File: src/hw/toc_pkg.sv
// Shared constants and types for the timer counter and output control block
package toc_pkg;

    // ------------------------------------------------------------
    // Register indices (byte address is four times the index)
    // ------------------------------------------------------------
    localparam logic [5:0] IDX_CAPTURE_SEL = 6'h00; // Capture/compare select per channel
    localparam logic [5:0] IDX_FORCE = 6'h01; // Force compare action, reads zero
    localparam logic [5:0] IDX_CH7_MASK = 6'h02; // ch7_override_mask
    localparam logic [5:0] IDX_CH7_DATA = 6'h03; // compare7_data_reg
    localparam logic [5:0] IDX_COUNT_HIGH = 6'h04; // count_high
    localparam logic [5:0] IDX_COUNT_LOW = 6'h05; // count_low
    localparam logic [5:0] IDX_SYS_CTRL1 = 6'h06; // system_control_one
    localparam logic [5:0] IDX_OVF_TOGGLE = 6'h07; // overflow_toggle_reg
    localparam logic [5:0] IDX_ACTION_HI = 6'h08; // output_action_hi, channels 7..4
    localparam logic [5:0] IDX_ACTION_LO = 6'h09; // output_action_lo, channels 3..0
    localparam logic [5:0] IDX_PRESCALE = 6'h0d; // Prescaler select in bits 2:0
    localparam logic [5:0] IDX_OVF_FLAG = 6'h0f; // Overflow flag in bit 7
    localparam logic [5:0] IDX_CHAN_FIRST = 6'h10; // First channel word register byte
    localparam logic [5:0] IDX_CHAN_LAST = 6'h1f; // Last channel word register byte
    localparam logic [5:0] IDX_ACC_FLAG = 6'h21; // accum_flag_reg, held elsewhere
    localparam logic [5:0] IDX_ACC_CNT_HI = 6'h22; // accum_count high byte
    localparam logic [5:0] IDX_ACC_CNT_LO = 6'h23; // accum_count low byte
    localparam logic [5:0] IDX_IRQ_STATUS = 6'h30; // Sticky event bits, write one to clear
    localparam logic [5:0] IDX_IRQ_MASK = 6'h31; // Interrupt mask, same layout
    localparam logic [5:0] IDX_COUNT_WORD = 6'h32; // Whole counter in one access

    // ------------------------------------------------------------
    // Field positions
    // ------------------------------------------------------------
    localparam int TIMER_ON_BIT = 7; // system_control_one: timer_on
    localparam int STOP_WAIT_BIT = 6; // system_control_one: stop_in_wait
    localparam int STOP_FRZ_BIT = 5; // system_control_one: stop_in_freeze
    localparam int FAST_CLR_BIT = 4; // system_control_one: fast_flag_clear
    localparam int OVF_FLAG_BIT = 7; // Overflow flag position in its register
    localparam int IRQ_OVF_BIT = 0; // Interrupt status: counter overflow
    localparam int IRQ_CH7_BIT = 1; // Interrupt status: channel 7 compare
    localparam int IRQ_BITS = 2; // Number of interrupt sources

    // ------------------------------------------------------------
    // Reset values and timing counts
    // ------------------------------------------------------------
    localparam logic [7:0] RST_BYTE = 8'h00; // All control bytes clear at reset
    localparam logic [15:0] RST_COUNT = 16'h0000; // Counter starts at zero
    localparam logic [15:0] COUNT_TOP = 16'hffff; // Last value before wrap
    localparam logic [2:0] RST_PRESCALE = 3'h0; // Divide by one after reset
    localparam int ACCUM_DIV = 64; // Pulse accumulator clock divider
    localparam int PRESC_MAX_LOG = 7; // Largest prescale is two to the seventh

    // ------------------------------------------------------------
    // Compare action encoding (mode bit, level bit)
    // ------------------------------------------------------------
    typedef enum logic [1:0] {
        ACT_NONE = 2'b00, // Pin disconnected
        ACT_TOGGLE = 2'b01, // Toggle the line
        ACT_CLEAR = 2'b10, // Drive the line to zero
        ACT_SET = 2'b11 // Drive the line to one
    } toc_action_t;

    // Timer control fields carried together
    typedef struct packed {
        logic timer_on;
        logic stop_in_wait;
        logic stop_in_freeze;
        logic fast_flag_clear;
    } toc_ctrl_t;

endpackage

File: src/hw/toc_timer.sv
// Timer counter, stop controls, fast flag clear and compare output control
// Behaviour
// Channel 7 compare copies data bits under mask
// Main counter is sixteen bits, counting up
// Software reads the counter as one word
// Counter writes only take effect in test mode
// First count after a write may vary
// Timer enable off stops timer and counter
// No divide-by-64 tick while timer inactive
// Stop-in-wait halts timer and accumulator
// Stop-in-freeze halts counter, accumulator keeps running
// Fast clear: channel access clears channel flag
// Fast clear: counter access clears overflow flag
// Fast clear: accumulator count access clears flags
// Overflow toggle beats force, yields channel 7
// Mode or level set makes pin output
// Mode and level select compare action
// Software clears mask bit for own action
// Software settings for independent pulse accumulator
// Channel 7 compare wins over channels 6..0
// Counter increments per tick, wraps at top
`timescale 1ns/100ps

module toc_timer #(
    parameter int CHANNELS = 8 // Compare channels
) (
    // Clock and reset
    input wire logic clk_i,
    input wire logic rst_i,
    // Wishbone slave
    input wire logic cyc_i,
    input wire logic stb_i,
    input wire logic we_i,
    input wire logic [7:0] adr_i,
    input wire logic [3:0] sel_i,
    input wire logic [31:0] dat_i,
    output logic [31:0] dat_o,
    output logic ack_o,
    // Device operating modes
    input wire logic test_mode_i,
    input wire logic wait_mode_i,
    input wire logic freeze_mode_i,
    // Channel comparators and accumulator
    input wire logic [7:0] compare_hit_i,
    output logic [7:0] chan_flag_clr_o,
    output logic accum_flag_clr_o,
    output logic accum_tick_o,
    output logic accum_run_o,
    // Counter view
    output logic [15:0] count_o,
    output logic count_tick_o,
    // Timer port pins
    output logic [7:0] pin_o,
    output logic [7:0] pin_oe_n_o,
    // Interrupt
    output logic irq_o
);

    // ------------------------------------------------------------
    // Elaboration checks
    // ------------------------------------------------------------
    if (CHANNELS != 8) begin : g_bad_channels
        $error("toc_timer: register layout serves exactly eight channels");
    end

    // ------------------------------------------------------------
    // Registers
    // ------------------------------------------------------------
    logic [7:0] capture_sel_r; // One means output compare
    logic [7:0] ch7_override_mask_r; // Channel 7 override per pin
    logic [7:0] ch7_data_bits_r; // Levels pushed by channel 7
    logic [7:0] overflow_toggle_bits_r; // Toggle on overflow per channel
    logic [15:0] action_r; // Mode/level pairs, channel 7 at top
    logic [2:0] prescale_r; // Prescaler select
    toc_pkg::toc_ctrl_t ctrl_r; // Enable and stop controls
    logic [15:0] free_counter_r; // Main up counter
    logic overflow_flag_r; // Set on wrap, sticky
    logic [toc_pkg::IRQ_BITS-1:0] irq_stat_r; // Sticky events
    logic [toc_pkg::IRQ_BITS-1:0] irq_mask_r; // Interrupt enables
    logic [7:0] compare_output_line_r; // Compare output lines
    logic ack_r; // Bus acknowledge
    logic [31:0] dat_r; // Read data
    logic [7:0] chan_clr_r; // Channel flag clear pulses
    logic acc_clr_r; // Accumulator flag clear pulse

    // ------------------------------------------------------------
    // Bus decode
    // ------------------------------------------------------------
    wire [5:0] idx_w = adr_i[7:2];
    wire req_w = cyc_i && stb_i;
    wire take_w = req_w && !ack_r; // First cycle: data and ack latched
    wire wr_w = req_w && we_i && ack_r && sel_i[0]; // Write lands with ack
    wire wr_word_w = req_w && we_i && ack_r && (sel_i[1:0] == 2'b11);
    wire hit_cap_sel_w = (idx_w == toc_pkg::IDX_CAPTURE_SEL);
    wire hit_force_w = (idx_w == toc_pkg::IDX_FORCE);
    wire hit_mask_w = (idx_w == toc_pkg::IDX_CH7_MASK);
    wire hit_data_w = (idx_w == toc_pkg::IDX_CH7_DATA);
    wire hit_cnt_hi_w = (idx_w == toc_pkg::IDX_COUNT_HIGH);
    wire hit_cnt_lo_w = (idx_w == toc_pkg::IDX_COUNT_LOW);
    wire hit_cnt_wd_w = (idx_w == toc_pkg::IDX_COUNT_WORD);
    wire hit_ctrl_w = (idx_w == toc_pkg::IDX_SYS_CTRL1);
    wire hit_tov_w = (idx_w == toc_pkg::IDX_OVF_TOGGLE);
    wire hit_act_hi_w = (idx_w == toc_pkg::IDX_ACTION_HI);
    wire hit_act_lo_w = (idx_w == toc_pkg::IDX_ACTION_LO);
    wire hit_presc_w = (idx_w == toc_pkg::IDX_PRESCALE);
    wire hit_ovf_w = (idx_w == toc_pkg::IDX_OVF_FLAG);
    wire hit_stat_w = (idx_w == toc_pkg::IDX_IRQ_STATUS);
    wire hit_imask_w = (idx_w == toc_pkg::IDX_IRQ_MASK);
    wire hit_chan_w = (idx_w >= toc_pkg::IDX_CHAN_FIRST) && (idx_w <= toc_pkg::IDX_CHAN_LAST);
    wire hit_acc_w = (idx_w == toc_pkg::IDX_ACC_CNT_HI) || (idx_w == toc_pkg::IDX_ACC_CNT_LO);
    wire hit_cnt_any_w = hit_cnt_hi_w || hit_cnt_lo_w || hit_cnt_wd_w;
    wire [2:0] chan_w = idx_w[3:1]; // Two byte registers per channel

    // Read mux: unmapped and write-only locations read as zero
    logic [31:0] rd_w;
    assign rd_w = hit_cap_sel_w ? {24'h0, capture_sel_r} :
                  hit_mask_w ? {24'h0, ch7_override_mask_r} :
                  hit_data_w ? {24'h0, ch7_data_bits_r} :
                  hit_cnt_hi_w ? {24'h0, free_counter_r[15:8]} :
                  hit_cnt_lo_w ? {24'h0, free_counter_r[7:0]} :
                  hit_cnt_wd_w ? {16'h0, free_counter_r} :
                  hit_ctrl_w ? {24'h0, ctrl_r, 4'h0} :
                  hit_tov_w ? {24'h0, overflow_toggle_bits_r} :
                  hit_act_hi_w ? {24'h0, action_r[15:8]} :
                  hit_act_lo_w ? {24'h0, action_r[7:0]} :
                  hit_presc_w ? {29'h0, prescale_r} :
                  hit_ovf_w ? {24'h0, overflow_flag_r, 7'h00} :
                  hit_stat_w ? {30'h0, irq_stat_r} :
                  hit_imask_w ? {30'h0, irq_mask_r} :
                  32'h0000_0000;

    // ------------------------------------------------------------
    // Run control
    // ------------------------------------------------------------
    wire wait_stop_w = wait_mode_i && ctrl_r.stop_in_wait;
    wire frz_stop_w = freeze_mode_i && ctrl_r.stop_in_freeze;
    wire presc_run_w = ctrl_r.timer_on && !wait_stop_w;
    wire cnt_run_w = presc_run_w && !frz_stop_w;
    wire presc_tick_w;
    wire div64_w;

    toc_prescaler #(
        .DIV_LOG_MAX(toc_pkg::PRESC_MAX_LOG)
    ) u_presc (
        .clk_i(clk_i),
        .rst_i(rst_i),
        .run_i(presc_run_w),
        .select_i(prescale_r),
        .tick_o(presc_tick_w),
        .div64_o(div64_w)
    );

    // Accumulator clock dies with the prescaler, freeze leaves it alone
    assign accum_tick_o = div64_w;
    assign accum_run_o = !wait_stop_w;

    // ------------------------------------------------------------
    // Counter
    // ------------------------------------------------------------
    wire cnt_step_w = cnt_run_w && presc_tick_w;
    wire wrap_w = cnt_step_w && (free_counter_r == toc_pkg::COUNT_TOP);
    wire test_wr_w = wr_w && test_mode_i;
    logic [15:0] counter_nxt;

    // Test-mode loads are not tied to the prescaler phase, so the next
    // period can run short or long; cheaper than resyncing the chain
    always_comb begin
        counter_nxt = free_counter_r;
        if (test_wr_w && hit_cnt_wd_w && wr_word_w) begin
            counter_nxt = dat_i[15:0];
        end else if (test_wr_w && hit_cnt_hi_w) begin
            counter_nxt = {dat_i[7:0], free_counter_r[7:0]};
        end else if (test_wr_w && hit_cnt_lo_w) begin
            counter_nxt = {free_counter_r[15:8], dat_i[7:0]};
        end else if (cnt_step_w) begin
            counter_nxt = free_counter_r + 16'h0001;
        end
    end

    // Counter register
    always_ff @(posedge clk_i) begin
        if (rst_i) begin
            free_counter_r <= toc_pkg::RST_COUNT;
        end else begin
            free_counter_r <= counter_nxt;
        end
    end

    // ------------------------------------------------------------
    // Overflow flag and fast flag clear
    // ------------------------------------------------------------
    wire ack_go_w = req_w && ack_r; // Access completes this edge
    wire ovf_sw_clr_w = wr_w && hit_ovf_w && dat_i[toc_pkg::OVF_FLAG_BIT];
    wire ovf_fast_clr_w = ack_go_w && ctrl_r.fast_flag_clear && hit_cnt_any_w;

    // Set wins over any clear in the same cycle
    always_ff @(posedge clk_i) begin
        if (rst_i) begin
            overflow_flag_r <= 1'b0;
        end else if (wrap_w) begin
            overflow_flag_r <= 1'b1;
        end else if (ovf_sw_clr_w || ovf_fast_clr_w) begin
            overflow_flag_r <= 1'b0;
        end
    end

    // Pulses toward channel and accumulator flag logic, one per access
    always_ff @(posedge clk_i) begin
        if (rst_i) begin
            chan_clr_r <= 8'h00;
            acc_clr_r <= 1'b0;
        end else begin
            chan_clr_r <= 8'h00;
            acc_clr_r <= ack_go_w && ctrl_r.fast_flag_clear && hit_acc_w;
            // Capture channels clear on read, compare channels on write
            if (ack_go_w && ctrl_r.fast_flag_clear && hit_chan_w &&
                (we_i == capture_sel_r[chan_w])) begin
                chan_clr_r[chan_w] <= 1'b1;
            end
        end
    end

    assign chan_flag_clr_o = chan_clr_r;
    assign accum_flag_clr_o = acc_clr_r;

    // ------------------------------------------------------------
    // Control registers
    // ------------------------------------------------------------
    always_ff @(posedge clk_i) begin
        if (rst_i) begin
            capture_sel_r <= toc_pkg::RST_BYTE;
            ch7_override_mask_r <= toc_pkg::RST_BYTE;
            ch7_data_bits_r <= toc_pkg::RST_BYTE;
            overflow_toggle_bits_r <= toc_pkg::RST_BYTE;
            action_r <= {toc_pkg::RST_BYTE, toc_pkg::RST_BYTE};
            prescale_r <= toc_pkg::RST_PRESCALE;
            ctrl_r <= '0;
            irq_mask_r <= '0;
        end else if (wr_w) begin
            if (hit_cap_sel_w) capture_sel_r <= dat_i[7:0];
            if (hit_mask_w) ch7_override_mask_r <= dat_i[7:0];
            if (hit_data_w) ch7_data_bits_r <= dat_i[7:0];
            if (hit_tov_w) overflow_toggle_bits_r <= dat_i[7:0];
            if (hit_act_hi_w) action_r[15:8] <= dat_i[7:0];
            if (hit_act_lo_w) action_r[7:0] <= dat_i[7:0];
            if (hit_presc_w) prescale_r <= dat_i[2:0];
            if (hit_ctrl_w) ctrl_r <= dat_i[7:4]; // Low nibble reserved, reads zero
            if (hit_imask_w) irq_mask_r <= dat_i[toc_pkg::IRQ_BITS-1:0];
        end
    end

    // ------------------------------------------------------------
    // Compare output actions
    // ------------------------------------------------------------
    wire [7:0] force_w = (wr_w && hit_force_w) ? dat_i[7:0] : 8'h00;
    wire ch7_win_w = compare_hit_i[7] && capture_sel_r[7];
    logic [7:0] line_nxt;

    // Action applied to one line for a mode/level pair
    function automatic logic act_apply(input logic [1:0] act, input logic cur);
        case (toc_pkg::toc_action_t'(act))
            toc_pkg::ACT_TOGGLE: act_apply = !cur;
            toc_pkg::ACT_CLEAR: act_apply = 1'b0;
            toc_pkg::ACT_SET: act_apply = 1'b1;
            default: act_apply = cur; // Disconnected: line holds
        endcase
    endfunction

    // Priority per channel: ch7 override, overflow toggle, force, compare
    always_comb begin
        line_nxt = compare_output_line_r;
        for (int i = 0; i < 8; i++) begin
            if (!capture_sel_r[i]) begin
                line_nxt[i] = compare_output_line_r[i]; // Capture channel: idle
            end else if (ch7_win_w && ch7_override_mask_r[i]) begin
                line_nxt[i] = ch7_data_bits_r[i];
            end else if (wrap_w && overflow_toggle_bits_r[i]) begin
                line_nxt[i] = !compare_output_line_r[i];
            end else if (force_w[i] || compare_hit_i[i]) begin
                line_nxt[i] = act_apply(action_r[2*i +: 2], compare_output_line_r[i]);
            end
        end
    end

    // Output lines
    always_ff @(posedge clk_i) begin
        if (rst_i) begin
            compare_output_line_r <= toc_pkg::RST_BYTE;
        end else begin
            compare_output_line_r <= line_nxt;
        end
    end

    // Output compare pin drives its line when mode or level is set, or ch7 mask claims it
    logic [7:0] drive_w;
    always_comb begin
        for (int i = 0; i < 8; i++) begin
            drive_w[i] = capture_sel_r[i] && ((action_r[2*i +: 2] != 2'b00) ||
                         ch7_override_mask_r[i]);
        end
    end

    assign pin_o = compare_output_line_r;
    assign pin_oe_n_o = ~drive_w;

    // ------------------------------------------------------------
    // Interrupt status
    // ------------------------------------------------------------
    logic [toc_pkg::IRQ_BITS-1:0] irq_set_w;
    logic [toc_pkg::IRQ_BITS-1:0] irq_clr_w;
    assign irq_set_w[toc_pkg::IRQ_OVF_BIT] = wrap_w;
    assign irq_set_w[toc_pkg::IRQ_CH7_BIT] = ch7_win_w;
    assign irq_clr_w = (wr_w && hit_stat_w) ? dat_i[toc_pkg::IRQ_BITS-1:0] : '0;

    // Write one clears; a new event in the same cycle keeps its bit
    always_ff @(posedge clk_i) begin
        if (rst_i) begin
            irq_stat_r <= '0;
        end else begin
            irq_stat_r <= (irq_stat_r & ~irq_clr_w) | irq_set_w;
        end
    end

    assign irq_o = |(irq_stat_r & irq_mask_r);

    // ------------------------------------------------------------
    // Bus answer
    // ------------------------------------------------------------
    // Ack one cycle after the request; read data captured at the same edge.
    // A whole-word read of the counter gives both bytes from one instant.
    always_ff @(posedge clk_i) begin
        if (rst_i) begin
            ack_r <= 1'b0;
            dat_r <= 32'h0000_0000;
        end else begin
            ack_r <= take_w;
            if (take_w) begin
                dat_r <= rd_w;
            end
        end
    end

    assign ack_o = ack_r;
    assign dat_o = dat_r;
    assign count_o = free_counter_r;
    assign count_tick_o = cnt_step_w;

endmodule

File: src/hw/toc_prescaler.sv
// Prescaler giving the counter tick and the divide-by-64 accumulator tick
`timescale 1ns/100ps

module toc_prescaler #(
    parameter int DIV_LOG_MAX = toc_pkg::PRESC_MAX_LOG
) (
    // Clock and reset
    input wire logic clk_i,
    input wire logic rst_i,
    // Control
    input wire logic run_i, // Prescaler runs only while high
    input wire logic [2:0] select_i, // Divide by two to this power
    // Ticks
    output logic tick_o, // One-cycle counter tick
    output logic div64_o // One-cycle tick every 64 clocks
);

    // ------------------------------------------------------------
    // Elaboration checks
    // ------------------------------------------------------------
    if (DIV_LOG_MAX != toc_pkg::PRESC_MAX_LOG) begin : g_bad_div
        $error("toc_prescaler: select field covers exactly seven stages");
    end

    // ------------------------------------------------------------
    // Divider chain
    // ------------------------------------------------------------
    logic [DIV_LOG_MAX-1:0] stage_r; // Free divider stages
    logic [2:0] sel_r; // Selection in effect
    logic [DIV_LOG_MAX:0] mask_w; // Low bits that must be zero for a tick
    logic all_zero_w; // Whole chain at zero

    assign mask_w = (8'h01 << sel_r) - 8'h01;
    assign tick_o = run_i && ((stage_r & mask_w[DIV_LOG_MAX-1:0]) == '0);
    assign div64_o = run_i && (stage_r[5:0] == 6'h00);
    assign all_zero_w = (stage_r == '0);

    // Chain advances only while running; a stopped timer gives no ticks at all
    always_ff @(posedge clk_i) begin
        if (rst_i) begin
            stage_r <= '0;
        end else if (run_i) begin
            stage_r <= stage_r + 7'h01;
        end
    end

    // New ratio waits for the chain to pass zero, so no runt period appears
    always_ff @(posedge clk_i) begin
        if (rst_i) begin
            sel_r <= toc_pkg::RST_PRESCALE;
        end else if (all_zero_w || !run_i) begin
            sel_r <= select_i;
        end
    end

endmodule

File: config.mk
export PLATFORM = sky130hd
export DESIGN_NAME = toc_timer
export DESIGN_NICKNAME = d
export VERILOG_FILES = /design/src/hw/toc_pkg.sv /design/src/hw/toc_timer.sv /design/src/hw/toc_prescaler.sv
export SDC_FILE = /design/constraint.sdc
export NUM_CORES = 1
export LEC_CHECK = 0
export BUFFER_PORTS_ARGS = -buffer_cell sky130_fd_sc_hd__buf_2
export CAP_MARGIN = 25
export CORE_ASPECT_RATIO = 1.5
export CORE_MARGIN = 2
export CORE_UTILIZATION = 48
export DETAILED_ROUTE_END_ITERATION = 8
export GPL_ROUTABILITY_DRIVEN = 0
export HOLD_SLACK_MARGIN = 0.12
export PLACE_DENSITY = 0.71
export SLEW_MARGIN = 15
export SYNTH_ARGS = -nofsm -noshare
export SYNTH_HDL_FRONTEND = slang
export SYNTH_HIERARCHICAL = 1
export SYNTH_SLANG_ARGS = --single-unit
export TNS_END_PERCENT = 5
File: constraint.sdc
create_clock -name clk_i -period 2.8 [get_ports clk_i]
set_input_delay 0.56 -clock clk_i [delete_from_list [all_inputs] [get_ports clk_i]]
set_output_delay 0.56 -clock clk_i [all_outputs]
set_load 0.03 [all_outputs]
=== After elaboration in Yosys (flattened, before gate mapping) ===
Cells that the tools add are included.

* Flip-flop bits (word level): 136
* Input port bits: 60
* Output and inout bits: 78
* Logic and storage cells: 289

* Add/subtract/negate cells: 3
* $lt $le $gt $ge: 4
* Equal/unequal tests: 45
* Shifts and indexed selects: 1
* Muxes and demuxes: 58
* Bitwise gates (word level): 7
* Reduce and logical (&&, ||, !) cells: 141

{| class="wikitable"
|+ Operators by type and width
! kind !! number
|-
| $mux W16 || 10
|-
| $logic_and A1 B1 Y1 || 56
|-
| $mux W8 || 7
|-
| $reduce_bool A5 Y1 || 8
|-
| $eq A2 B2 Y1 const B || 17
|-
| $eq A6 B6 Y1 const B || 5
|-
| $reduce_bool A3 Y1 || 10
|-
| $mux W1 || 28
|-
| $eq A6 B3 Y1 const B || 4
|-
| $eq A6 B4 Y1 const B || 4
|-
| $pmux W1 S3 || 8
|-
| $reduce_and A3 Y1 || 8
|-
| $reduce_and A2 Y1 || 11
|-
| $logic_or A1 B1 Y1 || 21
|-
| $reduce_bool A2 Y1 || 9
|-
| $add A16 B1 Y16 const B || 1
|-
| $eq A16 B16 Y1 const B || 1
|-
| $eq A2 B1 Y1 const B || 8
|-
| $logic_not A7 Y1 || 2
|-
| $eq A6 B2 Y1 const B || 2
|-
| $logic_not A1 Y1 || 12
|-
| $logic_not A6 Y1 || 2
|-
| $not A8 Y8 || 1
|-
| $add A7 B1 Y7 const B || 1
|-
| 19 further kinds || 23
|}

=== Logic depth before layout (Yosys ltp) ===
* Word-level depth: 15
* Gate-level depth with buffers: 11
* Depth with buffers taken out: 10

=== By module ===
Netlist, hierarchy kept.

{| class="wikitable"
|+ Modules (own cells, without submodules)
! module !! times used !! cells an instance !! area an instance (µm²) !! sequential area each (µm²)
|-
| toc_timer || 1 || 786 || 6358.6 || 2202.1
|-
| toc_prescaler || 1 || 59 || 511.7 || 200.2
|}

=== Worst setup path before layout ===
Ideal clock, no wire load.

* Path type: input to register
* From: input port wait_mode_i
* To: register free_counter_r[11], in the netlist count_o[11]
* Setup time: 133 ps
* Arrival: 2585 ps
* Data required time: 2667 ps
* Setup slack: 82 ps
* Stages: 11
* Path buffers: 2
* Cell sequence: nand2_1 and2_1 buf_2 o211ai_1 a21oi_1 nand4_1 a41oi_1 buf_2 a31oi_1 a222oi_1 nor3_1

* Cells in the longest elaborated chain, start to end: 7
* Elaborated cells on any way between the ends: 8
* Classes of those cells: reduce/logical: 8

{| class="wikitable"
|+ Ends and longest elaborated chain
! what !! RTL line !! RTL
|-
| start, declared || toc_timer.sv:41 || <nowiki>input wire logic wait_mode_i,</nowiki>
|-
| $logic_and A1 B1 Y1 || toc_timer.sv:135 || <nowiki>wire wait_stop_w = wait_mode_i && ctrl_r.stop_in_wait;</nowiki>
|-
| $logic_not A1 Y1 || toc_timer.sv:137 || <nowiki>wire presc_run_w = ctrl_r.timer_on && !wait_stop_w;</nowiki>
|-
| $logic_and A1 B1 Y1 || toc_timer.sv:137 ||
|-
| net presc_run_w || toc_timer.sv:137 ||
|-
| $logic_and A1 B1 Y1 || toc_prescaler.sv:34 || <nowiki>assign tick_o = run_i && ((stage_r & mask_w[DIV_LOG_MAX-1:0]) == '0);</nowiki>
|-
| net presc_tick_w || toc_timer.sv:139 || <nowiki>wire presc_tick_w;</nowiki>
|-
| $logic_and A1 B1 Y1 || toc_timer.sv:160 || <nowiki>wire cnt_step_w = cnt_run_w && presc_tick_w;</nowiki>
|-
| $reduce_bool A3 Y1 (no source line) || - ||
|-
| $reduce_and A2 Y1 (no source line) || - ||
|-
| end signal, assigned || toc_timer.sv:183 || <nowiki>free_counter_r <= toc_pkg::RST_COUNT;</nowiki>
|-
| end signal, assigned || toc_timer.sv:185 || <nowiki>free_counter_r <= counter_nxt;</nowiki>
|-
| end, declared || toc_timer.sv:76 || <nowiki>logic [15:0] free_counter_r;</nowiki>
|}

The timed path passes the listed nets, and every way through them passes these cells.
A chain may end at the register's enable or synchronous reset.

=== Final worst setup path ===
* From: register ctrl_r[2] (netlist name)
* To: output port count_tick_o

* Cells in the longest elaborated chain, start to end: 5
* Elaborated cells on any way between the ends: 6
* Classes of those cells: reduce/logical: 6

{| class="wikitable"
|+ Ends and longest elaborated chain
! what !! RTL line !! RTL
|-
| start, declared || toc_timer.sv:75 || <nowiki>toc_pkg::toc_ctrl_t ctrl_r;</nowiki>
|-
| start signal, assigned || toc_timer.sv:247 || <nowiki>if (hit_ctrl_w) ctrl_r <= dat_i[7:4];</nowiki>
|-
| $logic_and A1 B1 Y1 || toc_timer.sv:135 ||
|-
| $logic_not A1 Y1 || toc_timer.sv:137 ||
|-
| $logic_and A1 B1 Y1 || toc_timer.sv:137 ||
|-
| net presc_run_w || toc_timer.sv:137 ||
|-
| $logic_and A1 B1 Y1 || toc_prescaler.sv:34 ||
|-
| net presc_tick_w || toc_timer.sv:139 ||
|-
| $logic_and A1 B1 Y1 || toc_timer.sv:160 ||
|-
| end, declared || toc_timer.sv:51 || <nowiki>output logic count_tick_o,</nowiki>
|}

The timed path passes the listed nets, and every way through them passes these cells.

==> qor.yml <==
status: "complete, no violations"
cts_buffer_depth: 2
ys.flop_type: "dfxtp_1"
antenna_found_initial: 0
layout.nets: 1021
finalSetupTns_ns: 0
grt_pass1_wl_um: 36210
die_w_um: 101.7
drt-total-wl_um: 23420
area_growth_pct: 20.58
crit_arrival_ns: 2.02
synth_seq_cells: 120
reg2reg_slack_ns: 0.33
start_util_pct: 49.10
synth_area_per_cell_um2: 8.131
grt_start_max_net_pins: 47
wl_per_cell_um: 20.17
most-common-layout-cells: "dfxtp_1 (120), nor2_1 (101), buf_2 (100)"
rsz0062_at_grt: "no"
async_reset_ff_share_pct: 0
n_antenna_cell: 0
drv_cap: 0
io_buffers: 101
clk_latency_ns: 0.42
power_density_nw_per_um2: 524.2
critPathLaunchType: "flop"
synth_cells: 845
cts_inserted_buffers: 17
leakagePower_nw: 3.145
synth_warnings: 6
rows: 53
cts_sinks: 120
fin_crit_ns: 2.577
clkTransAtPathRegs_ns: 0.05
drt_iter0_drc: 721
cts_tree: "yes"
cts_hold_buf: 0
viasPerCell: 6.127
irDropWorstVdd_v: 0.0003105
clock-root-buffer: "clkbuf_16"
worst_pin_slew_ns: 0.6775
grt_util_all_layers_pct: 31.16
drc: 0
worstSetupPathType: "reg2out"
antenna_left: 0
dr.pass1.iters: 6
required_ns: 2.24
die_h_um: 150.5
synth_area_um2: 6870
worstPathMaxFanout: 4
slew_viol_final: 0
fin_skew_ns: 0.01224
fmax_ghz: 0.3881
overflow: 0
hpwl_um: 16730
finalPower_mw: 4.343
synth_edf_count: 0
worst_slew_margin_rel_pct: 54.41
finalHoldViolations: 0
drive_gt1_share_pct: 21.67
grt_pass1_vias: 6781
hold_class: "reg2reg"
layout_commonest_cell: "dfxtp_1"
cts.repair.resized: 0
end_kind: "output pin"
htree_levels: 4
period_share_pct: 92.03
synth-seq-area-share_pct: 34.97
ys_types: 87
core-area_um2: 13990
final-setup-viol-count: 0
num_io_pins: 138
dieArea_um2: 15310
vias: 7114
postCtsSetupRepairBufs: 0
-- per-stage QoR --
stage               hold slack [ns]  instance area, um^2  utilization [%]  setup WS, ns  std cells
floorplan                    0.4513                 6927                -       0.08235        860
global placement             0.4355                 7642            54.62        0.1195       1129
detailed placement           0.4416                 7642            54.62       0.08796       1129
CTS                          0.4490                 8284            59.21        0.2377       1161
global route                 0.4670                 8284            59.21        0.1159       1161
finish                       0.4470                 8284            59.21        0.2232       1161
-- worst max-delay path, cell delays in order (launching register included) --
cell and delay (ns):
dfxtp_1 0.34, nand2_1 0.08, and2_1 0.18, o211ai_1 0.10
a21oi_1 0.13, buf_4 0.14, nand4_1 0.11, buf_4 0.17
inv_1 0.13, buf_2 0.23
-- final cells by class --
type / count / area [um^2]
Clock buffer: 22 / 474.2
Tap cell: 192 / 240.2
Inverter: 21 / 78.83
Timing Repair Buffer: 151 / 895.9
Multi-Input combinational cell: 645 / 4025
Fill cell: 1295 / 5708
Clock inverter: 10 / 167.7
Sequential cell: 120 / 2402
-- synth_stat cells (4+ instances only) --
cell | number | area share, %
a211oi_1 | 9 | 0.98
a21o_1 | 6 | 0.66
a21oi_1 | 55 | 4.0
a221o_1 | 5 | 0.73
a221oi_1 | 6 | 0.76
a22oi_1 | 21 | 2.3
a31oi_1 | 10 | 0.91
and2_1 | 8 | 0.73
and3_1 | 10 | 0.91
buf_2 | 9 | 0.66
buf_4 | 20 | 2.2
buf_6 | 5 | 0.82
clkbuf_1 | 35 | 1.9
dfxtp_1 | 120 | 35
ha_1 | 5 | 0.91
inv_1 | 21 | 1.1
mux2i_1 | 53 | 7.7
nand2_1 | 75 | 4.1
nand2b_1 | 9 | 0.82
nand3_1 | 40 | 2.9
nand4_1 | 14 | 1.3
nor2_1 | 101 | 5.5
nor2_2 | 5 | 0.46
nor2b_1 | 6 | 0.55
nor3_1 | 16 | 1.2
nor3b_1 | 5 | 0.55
nor4_1 | 13 | 1.2
o211ai_1 | 11 | 1.2
o21ai_0 | 32 | 2.3
o22ai_1 | 8 | 0.73
o31ai_1 | 9 | 0.98
o32ai_1 | 4 | 0.51
or2_2 | 4 | 0.36
or3_1 | 6 | 0.55
xor2_1 | 6 | 0.76
-- power by group --
group,internal [mW],leakage [nW],switching (mW)
sequential,1.71,0.967,0.00439
combinational,0.0647,1.87,0.186
clock,1.56,0.310,0.811
total,3.34,3.15,1.00
-- worst paths after layout --
| check | startpoint | end | depth (start not counted) |
|---|---|---|---|
| hold / removal | dat_o[11] | dat_o[11] | 2 |
| setup reg to reg | count_o[6] | pin_o[3] | 7 |
| hold reg to reg | dat_o[11] | dat_o[11] | 2 |
| setup / recovery | ctrl_r[2] | count_tick_o | 9 |
-- logic make-up after synthesis --
family	synth area share, %
buffers and inverters	7.266
AOI/OAI and AO/OA	21.47
muxes	8.705
other	0.05458
and+or+nand+nor	25.48
xor gates and xnor gates	1.147
DFF	34.97
adders and majority gates	0.9106
-- flip-flops by register name (all words and copies together), names as in the netlist --
register	flops
capture_sel_r	8
irq_mask_r	2
ch7_override_mask_r	8
ack_o	1
pin_o	8
count_o	16
ctrl_r	4
u_presc/stage_r	7
u_presc/sel_r	3
chan_flag_clr_o	8
irq_stat_r	2
action_r	16
accum_flag_clr_o	1
overflow_toggle_bits_r	8
prescale_r	3
dat_o	16
overflow_flag_r	1
ch7_data_bits_r	8
-- layer usage --
layer / vias to the layer above / global-route usage, % / routed length, um
li1: 3294 / - / -
met1: 3301 / 36.09 / 9074
met2: 401 / 50.00 / 10830
met3: 118 / 6.500 / 1793
met4: 0 / 22.84 / 1715
met5: - / 0 / 0
Note: power is estimated with default switching activity, not from simulation.
